<file path="src/rtl/usb_dev_cfg_pkg.sv">
// Constants for the device-side configuration register bank.
// Assumes a command-then-data processor bus with 16-bit data.
`default_nettype none

package usb_dev_cfg_pkg;

    // ------------------------------------------------------------
    // Command codes
    // ------------------------------------------------------------
    localparam logic [7:0] CMD_ADDR_WR = 8'hb6;
    localparam logic [7:0] CMD_ADDR_RD = 8'hb7;
    localparam logic [7:0] CMD_MODE_WR = 8'hb8;
    localparam logic [7:0] CMD_MODE_RD = 8'hb9;
    localparam logic [7:0] CMD_HWCF_WR = 8'hba;
    localparam logic [7:0] CMD_HWCF_RD = 8'hbb;
    localparam logic [7:0] CMD_NONE = 8'h00;

    // ------------------------------------------------------------
    // Field positions
    // ------------------------------------------------------------
    localparam int ADDR_EN_BIT = 7;
    localparam int MODE_DMA_BIT = 7;
    localparam int MODE_SUSP_BIT = 5;
    localparam int MODE_IRQEN_BIT = 3;
    localparam int MODE_DBG_BIT = 2;
    localparam int MODE_PULLUP_BIT = 0;
    localparam int HWCF_EXTPU_BIT = 14;

    // ------------------------------------------------------------
    // Reset values and write masks
    // ------------------------------------------------------------
    localparam logic [7:0] ADDR_RST = 8'h00;
    localparam logic [7:0] MODE_RST = 8'h00;
    localparam logic [15:0] HWCF_RST = 16'h2340;
    localparam logic [7:0] MODE_WR_MASK = 8'had;
    localparam logic [7:0] MODE_KEEP_MASK = 8'h8f;
    localparam logic [15:0] HWCF_WR_MASK = 16'h7fff;
    localparam logic [6:0] BUSRST_ADDR = 7'h00;

endpackage

`default_nettype wire

</file>
<file path="src/rtl/usb_dev_cfg_regs.sv">
// Device configuration registers: address, mode, hardware configuration.
// Assumes synchronous command/data strobes and one-cycle USB event pulses.
`default_nettype none

module usb_dev_cfg_regs (
    input wire logic mclk,
    input wire logic rst,
    input wire logic ce,
    input wire logic cmd_strobe,
    input wire logic [7:0] cmd_code,
    input wire logic wr_strobe,
    input wire logic [15:0] wr_data,
    input wire logic rd_strobe,
    output logic [15:0] rd_data,
    output logic rd_valid,
    input wire logic usb_bus_reset,
    input wire logic status_acked,
    input wire logic ev_bulk_ack,
    input wire logic ev_iso_done,
    input wire logic ev_nak,
    input wire logic ev_error,
    output logic [6:0] usb_address_field,
    output logic device_enable,
    output logic dma_width_select,
    output logic suspend_trigger,
    output logic internal_pullup_enable,
    output logic external_pullup_used,
    output logic irq_out,
    output logic [15:0] hw_config_out
);
    import usb_dev_cfg_pkg::*;

    // ------------------------------------------------------------
    // State
    // ------------------------------------------------------------
    logic [7:0] cmd_r;
    logic [7:0] usb_device_address_r;
    logic [7:0] device_mode_control_r;
    logic [15:0] hardware_configuration_r;
    logic addr_pending_r;
    logic [6:0] act_addr_r;
    logic act_en_r;
    logic [15:0] rd_data_r;
    logic rd_valid_r;
    logic dma_r;
    logic susp_r;
    logic pullup_r;
    logic extpu_r;
    logic irq_r;
    logic [15:0] hwcf_out_r;

    // ------------------------------------------------------------
    // Decode
    // ------------------------------------------------------------
    wire logic wr_addr = wr_strobe && cmd_r == CMD_ADDR_WR;
    wire logic wr_mode = wr_strobe && cmd_r == CMD_MODE_WR;
    wire logic wr_hwcf = wr_strobe && cmd_r == CMD_HWCF_WR;
    // Upper byte dropped; reserved bits stored as zero
    wire logic [7:0] mode_wr_val = wr_data[7:0] & MODE_WR_MASK;
    // Bus reset clears only the non-retained bits
    wire logic [7:0] mode_rst_val = device_mode_control_r & MODE_KEEP_MASK;
    wire logic susp_fall = wr_mode && device_mode_control_r[MODE_SUSP_BIT]
        && !mode_wr_val[MODE_SUSP_BIT];
    wire logic [7:0] mode_nxt = wr_mode ? mode_wr_val
        : (usb_bus_reset ? mode_rst_val : device_mode_control_r);
    wire logic [7:0] addr_nxt = wr_addr ? wr_data[7:0] : usb_device_address_r;
    wire logic [15:0] hwcf_nxt = wr_hwcf ? (wr_data & HWCF_WR_MASK)
        : hardware_configuration_r;
    // A write in the acknowledge cycle stays pending: the set wins
    wire logic pending_nxt = wr_addr
        || (addr_pending_r && !status_acked && !usb_bus_reset);
    wire logic take_new = addr_pending_r && status_acked && !usb_bus_reset;
    wire logic [6:0] act_addr_nxt = usb_bus_reset ? BUSRST_ADDR
        : (take_new ? usb_device_address_r[6:0] : act_addr_r);
    wire logic act_en_nxt = usb_bus_reset ? 1'b1
        : (take_new ? usb_device_address_r[ADDR_EN_BIT] : act_en_r);
    wire logic irq_src = device_mode_control_r[MODE_DBG_BIT] ? (ev_nak || ev_error)
        : (ev_bulk_ack || ev_iso_done);
    wire logic irq_nxt = device_mode_control_r[MODE_IRQEN_BIT] && irq_src;
    wire logic pullup_nxt = device_mode_control_r[MODE_PULLUP_BIT]
        && !hardware_configuration_r[HWCF_EXTPU_BIT];
    wire logic [15:0] rd_mux = (cmd_r == CMD_ADDR_RD) ? {8'h00, usb_device_address_r}
        : (cmd_r == CMD_MODE_RD) ? {8'h00, device_mode_control_r}
        : (cmd_r == CMD_HWCF_RD) ? hardware_configuration_r : 16'h0000;

    // ------------------------------------------------------------
    // Registers
    // ------------------------------------------------------------
    always_ff @(posedge mclk or posedge rst) begin
        if (rst) begin
            cmd_r <= CMD_NONE;
            usb_device_address_r <= ADDR_RST;
            device_mode_control_r <= MODE_RST;
            hardware_configuration_r <= HWCF_RST;
            addr_pending_r <= 1'b0;
            act_addr_r <= BUSRST_ADDR;
            act_en_r <= 1'b0;
        end else if (ce) begin
            if (cmd_strobe) begin
                cmd_r <= cmd_code;
            end
            usb_device_address_r <= addr_nxt;
            device_mode_control_r <= mode_nxt;
            hardware_configuration_r <= hwcf_nxt;
            addr_pending_r <= pending_nxt;
            act_addr_r <= act_addr_nxt;
            act_en_r <= act_en_nxt;
        end
    end

    // Outputs registered so every pin comes from a flop
    always_ff @(posedge mclk or posedge rst) begin
        if (rst) begin
            rd_data_r <= 16'h0000;
            rd_valid_r <= 1'b0;
            dma_r <= 1'b0;
            susp_r <= 1'b0;
            pullup_r <= 1'b0;
            extpu_r <= 1'b0;
            irq_r <= 1'b0;
            hwcf_out_r <= HWCF_RST;
        end else if (ce) begin
            rd_valid_r <= rd_strobe;
            if (rd_strobe) begin
                rd_data_r <= rd_mux;
            end
            dma_r <= device_mode_control_r[MODE_DMA_BIT];
            susp_r <= susp_fall;
            pullup_r <= pullup_nxt;
            extpu_r <= hardware_configuration_r[HWCF_EXTPU_BIT];
            irq_r <= irq_nxt;
            hwcf_out_r <= hardware_configuration_r;
        end
    end

    assign rd_data = rd_data_r;
    assign rd_valid = rd_valid_r;
    assign usb_address_field = act_addr_r;
    assign device_enable = act_en_r;
    assign dma_width_select = dma_r;
    assign suspend_trigger = susp_r;
    assign internal_pullup_enable = pullup_r;
    assign external_pullup_used = extpu_r;
    assign irq_out = irq_r;
    assign hw_config_out = hwcf_out_r;

    // ------------------------------------------------------------
    // Checks
    // ------------------------------------------------------------
    AST_ADDR_WRITE: assert property (@(posedge mclk) disable iff (rst)
        ce && wr_addr |=> usb_device_address_r == $past(wr_data[7:0]))
        else $error("address write lost");
    AST_BUSRST_ACTIVE: assert property (@(posedge mclk) disable iff (rst)
        ce && usb_bus_reset |=> usb_address_field == 7'h00 && device_enable)
        else $error("bus reset did not force address zero");
    AST_BUSRST_KEEP_ADDR: assert property (@(posedge mclk) disable iff (rst)
        usb_bus_reset && !wr_addr |=> $stable(usb_device_address_r))
        else $error("bus reset altered address register");
    AST_SWITCH_ON_ACK: assert property (@(posedge mclk) disable iff (rst)
        ce && take_new |=> usb_address_field == $past(usb_device_address_r[6:0])
        && device_enable == $past(usb_device_address_r[ADDR_EN_BIT]))
        else $error("new address not taken on acknowledge");
    AST_HOLD_OLD: assert property (@(posedge mclk) disable iff (rst)
        !status_acked && !usb_bus_reset |=> $stable(usb_address_field))
        else $error("active address changed without acknowledge");
    AST_MODE_UPPER: assert property (@(posedge mclk) disable iff (rst)
        ce && wr_mode |=> device_mode_control_r == ($past(wr_data[7:0]) & 8'had))
        else $error("mode write mishandled");
    AST_DMA: assert property (@(posedge mclk) disable iff (rst)
        ce && wr_mode ##1 ce |=> dma_width_select == $past(wr_data[7], 2))
        else $error("dma width not following mode bit");
    AST_SUSPEND: assert property (@(posedge mclk) disable iff (rst)
        $past(ce) && suspend_trigger |-> $past(device_mode_control_r[MODE_SUSP_BIT]) && $past(wr_mode)
        && !device_mode_control_r[MODE_SUSP_BIT])
        else $error("suspend without one-then-zero write");
    AST_IRQ_GATE: assert property (@(posedge mclk) disable iff (rst)
        irq_out |-> $past(device_mode_control_r[3]))
        else $error("interrupt while globally disabled");
    AST_IRQ_DBG: assert property (@(posedge mclk) disable iff (rst)
        ce && device_mode_control_r[3] && device_mode_control_r[2] && ev_nak |=> irq_out)
        else $error("NAK did not interrupt in debug mode");
    AST_PULLUP: assert property (@(posedge mclk) disable iff (rst)
        internal_pullup_enable |-> !$past(hardware_configuration_r[14]))
        else $error("internal pull-up on with external pull-up set");
    AST_MODE_BUSRST: assert property (@(posedge mclk) disable iff (rst)
        ce && usb_bus_reset && !wr_mode |=> device_mode_control_r == ($past(device_mode_control_r) & 8'h8f))
        else $error("bus reset mishandled mode bits");
    AST_HWCF_BUSRST: assert property (@(posedge mclk) disable iff (rst)
        !wr_hwcf |=> $stable(hardware_configuration_r))
        else $error("hardware configuration changed without write");
    AST_RESERVED: assert property (@(posedge mclk) disable iff (rst)
        device_mode_control_r[6] == 1'b0 && device_mode_control_r[4] == 1'b0
        && device_mode_control_r[1] == 1'b0)
        else $error("reserved mode bit set");
    // Checked from the bus side so a broken mask path still shows up
    AST_SUSPEND_FIRES: assert property (@(posedge mclk) disable iff (rst)
        ce && wr_mode && device_mode_control_r[MODE_SUSP_BIT] && !wr_data[MODE_SUSP_BIT] |=> suspend_trigger)
        else $error("one-then-zero write did not suspend");
    AST_HOLD_EN: assert property (@(posedge mclk) disable iff (rst)
        !status_acked && !usb_bus_reset |=> $stable(device_enable))
        else $error("device enable changed without acknowledge");
    AST_RD_ANSWER: assert property (@(posedge mclk) disable iff (rst)
        ce && rd_strobe |=> rd_valid)
        else $error("read not answered");

endmodule // usb_dev_cfg_regs

`default_nettype wire

</file>
<file path="config.mk">
export PLATFORM = sky130hd
export DESIGN_NAME = usb_dev_cfg_regs
export DESIGN_NICKNAME = d
export VERILOG_FILES = /design/src/rtl/usb_dev_cfg_pkg.sv /design/src/rtl/usb_dev_cfg_regs.sv
export SDC_FILE = /design/constraint.sdc
export NUM_CORES = 1
export LEC_CHECK = 0
export ABC_AREA = 1
export BUFFER_PORTS_ARGS = -buffer_cell sky130_fd_sc_hd__clkbuf_2
export CORE_MARGIN = 2
export CORE_UTILIZATION = 40
export DETAILED_ROUTE_END_ITERATION = 8
export GPL_ROUTABILITY_DRIVEN = 0
export SETUP_SLACK_MARGIN = 0.4
export SLEW_MARGIN = 20
export SYNTH_ARGS = -nofsm -noshare
export SYNTH_HDL_FRONTEND = slang
export SYNTH_SLANG_ARGS = --single-unit
</file>
<file path="constraint.sdc">
create_clock -name mclk -period 5 [get_ports mclk]
set_clock_uncertainty 0.1 [all_clocks]
set_input_delay 0.25 -clock mclk [delete_from_list [all_inputs] [get_ports mclk]]
set_output_delay 0.25 -clock mclk [all_outputs]
set_load 0.005 [all_outputs]
</file>
==> results.md <==
- TritonCTS Buffers: 9
- Vias: roughly 2600
- Clk Tree Root Cell: clkbuf_8
- DR WL/cell: roughly 13 um
- Dpl hpwl: 5180 um
- Most numerous cell in the Yosys netlist: nand2_1
- Worst path cell trace: inv_1 > nand2_1 > nor2_4 > nand4_4 > nand2_1 > o21ai_2
- Routed wire length: ~7300 um
- Mapped Cells: 361
- Highest clock rate: between 500 and 600 MHz
- GRT Residual Overflow: 0
- CTS tree: yes
- VDD IR max: about 0.00015 V
- Post-Place Setup Slack: 2.69 ns
- Failing checks: negative hold slack
- Slew at the pin closest to its max-slew limit: approximately 0.77 ns
- Worst setup EP type: flop
- Fin util: between 40 and 50%
- Clock sinks: 80
- Flops & latches, synth: 80
- Post-route cell area: between 4000 and 5000 um^2
- Final setup TNS: 0 ns
- Prevailing post-synth register cell: dfrtp_1
- Worst slew margin: between 40% and 50%
- Inst Count DP: roughly 530
- Post-cts sizing count: 0
- Reg2Reg Setup Slack: roughly 3.2 ns
- Mapped cell area: about 3400 um^2
- First-pass GRT wire length: between 10000 and 15000 um
- Critical path endpoint: usb_device_address_r[3]
- Core Area: about 8200 um^2
- Largest area contributor in the netlist: dfrtp_1
- Clock slew at the register clock pins of the worst setup and hold paths: around 0.080 ns
- Share of cells above drive strength 1: between 30% and 40%
- Yosys Warn Count: 0
- Top cells by count, synth: nand2_1, dfrtp_1, nand3_1
- Die Span Y: between 90 and 100 um
- Fin crit period: 1.77 ns
- Worst hold path type: input pin to asynchronous set/reset pin
- Critical path's top delay family: simple AND/OR/NAND/NOR gates
- Final hold viol count: 39
- CP Launch Type: flop
- Crit path max-delay cell type: nor2_4
- Final ANT Viol Nets: 0
- Die W: 96.2 um
- Vias per inst: 4.78
- Initial DRC Count: about 140
- Yosys top cell area share: about 53%
- RSZ-0062 raised after global routing: false
- Max Cap Violations: 0
- DP Area: roughly 3800 um^2
- Crit path max fanout: 23
- Die area: slightly above 9000 um^2
- FP Rows: 33
- H-tree depth: 3
- Final Worst Setup Slack: 3.23 ns
- Pwr Density: between 300 and 400 nW/um^2
- Port Buffers: approximately 80
- Netlist cell types: 32
- Hold buffer count at cts: 0
- # DRC: 0
- Syn_area_per_cell: between 9 and 10 um^2
- Area growth from synthesis to layout: 19.4%
- Postcts setup bufs: 0
- # IOs: between 80 and 90
- Outcome: finished, violations left
- Slew Limit Fails: 0
- Crit path from: cmd_r[6]
- Non-filler cells, final: between 500 and 600
- WP buf/inv: 1
- Worst R2R Start: cmd_r[6]
- Slowest stage delay, CP: approximately 0.43 ns
- WP data arrival: between 1.5 and 2 ns
- Crit path top cell by count: nand2_1
- Worst Setup Path Type: flop to flop
- Nets@finish: 473
- GRT Util Overall: between 10% and 20%
- Largest cells by area after synthesis: dfrtp_1, nand2_1, nand3_1
- Largest net degree at the start of global routing: 81
- Final setup viols: 0
- Vias in the first global route: 2532
- Final hold slack: -0.0545 ns
- Clk_lat worst skew: 0.34 ns
- Initial antenna violation count: 0
- WP depth: 6
- Post-synth EDFFs: 0
- CTS max path bufs: 2
- Period utilization: between 30% and 40%
- Pre-Repair DR Iteration Count: 4
- FFs w/ async S/R, synth: 100%
- WP data required: between 5 and 6 ns
- Antenna cells: 0
- Leak: between 2 and 2.5 nW
- Fillers: approximately 820
- Sequential area share after synthesis: between 50% and 60%
- RR Endpoint: usb_device_address_r[3]
- Initial Util: 41.4%
- Reg2Reg Depth: 6
==> metrics by stage <==
stage,hold WS [ns],power [mW]
global route,0.0456,1.37
finish,-0.0545,1.31
floorplan,0.289,0.783
CTS,0.0212,1.32
global placement,0.357,0.824
detailed placement,0.358,0.827
==> sequential cells by signal, summed over array words and instances, names as in the netlist, 5 cells and up <==
register,flops
usb_device_address_r,8
cmd_r,8
hardware_configuration_r,15
rd_data,15
usb_address_field,7
hw_config_out,14
device_mode_control_r,5
==> metal layers <==
| metal | global-route usage, % | vias up | wire length [um] |
|---|---|---|---|
| met4 | 7.74 | 0 | 145 |
| li1 | - | 1316 | - |
| met2 | 26.2 | 70 | 3180 |
| met1 | 25.9 | 1214 | 3610 |
| met3 | 2.51 | 12 | 358 |
| met5 | 0 | - | 0 |
==> how the worst min path moves through the flow <==
stage / end / startpoint / depth (start not counted)
final: hardware_configuration_r[10] / rst / 3
after global routing: hw_config_out[10] / rst / 3
after CTS: cmd_r[4] / cmd_code[4] / 2
after detailed placement: hw_config_out[6] / hw_config_out[6] / 2
after global placement: hw_config_out[6] / hw_config_out[6] / 2
after floorplan: hardware_configuration_r[6] / wr_data[6] / 2
==> report_power, final <==
group	leakage, nW	internal [mW]	total [mW]	switching, mW
Combinational	1.05	0.0405	0.114	0.0733
Sequential	1.03	0.677	0.699	0.0216
Clock	0.103	0.273	0.497	0.225
==> cell type report <==
class,count,area [um^2],area share (%)
Clock buffer,14,173,4.25
Multi-Input combinational cell,242,1210,29.8
Inverter,25,95.1,2.34
Timing Repair Buffer,79,402,9.90
Sequential cell,80,2010,49.6
Tap cell,105,131,3.24
Clock inverter,2,37.5,0.925
==> worst register-to-register path, cell delays in order, from the launching register on <==
cell	delay, ns
dfrtp_1	0.37
inv_1	0.09
nand2_1	0.09
nor2_4	0.43
nand4_4	0.34
nand2_1	0.17
o21ai_2	0.07
==> cell families after synthesis <==
logic type | count (synthesis) | synth area share, %
compound gates | 48 | 8.91
buf+inv | 40 | 5.45
flops | 80 | 59.2
mux | 4 | 1.32
other cells | 1 | 0.110
simple gates | 188 | 25.0
==> cells in the final DEF, fill, tap and decap left out <==
master      count
nor2_1         18
nand2_4         1
inv_1          21
a21oi_1         5
clkinvlp_4      1
dfstp_2         8
nor3_1          2
mux2_2          4
conb_1          2
clkbuf_1        2
o21ai_1        16
nand3_2         1
buf_6           1
nor3_4          1
nand2_2         4
clkbuf_8       12
bufinv_16       1
nand4_4         1
dfrtp_1        72
clkinv_1        1
a21oi_2         7
nor3b_1         1
nand4_1         1
o21ai_0        10
a22o_1          1
nand2_1       112
o21ai_2         8
nand3_1        43
inv_2           2
nor2_8          1
clkinv_2        1
nor2_4          2
o31ai_1         1
clkbuf_2       78
Power figures use the tool's default switching activity.
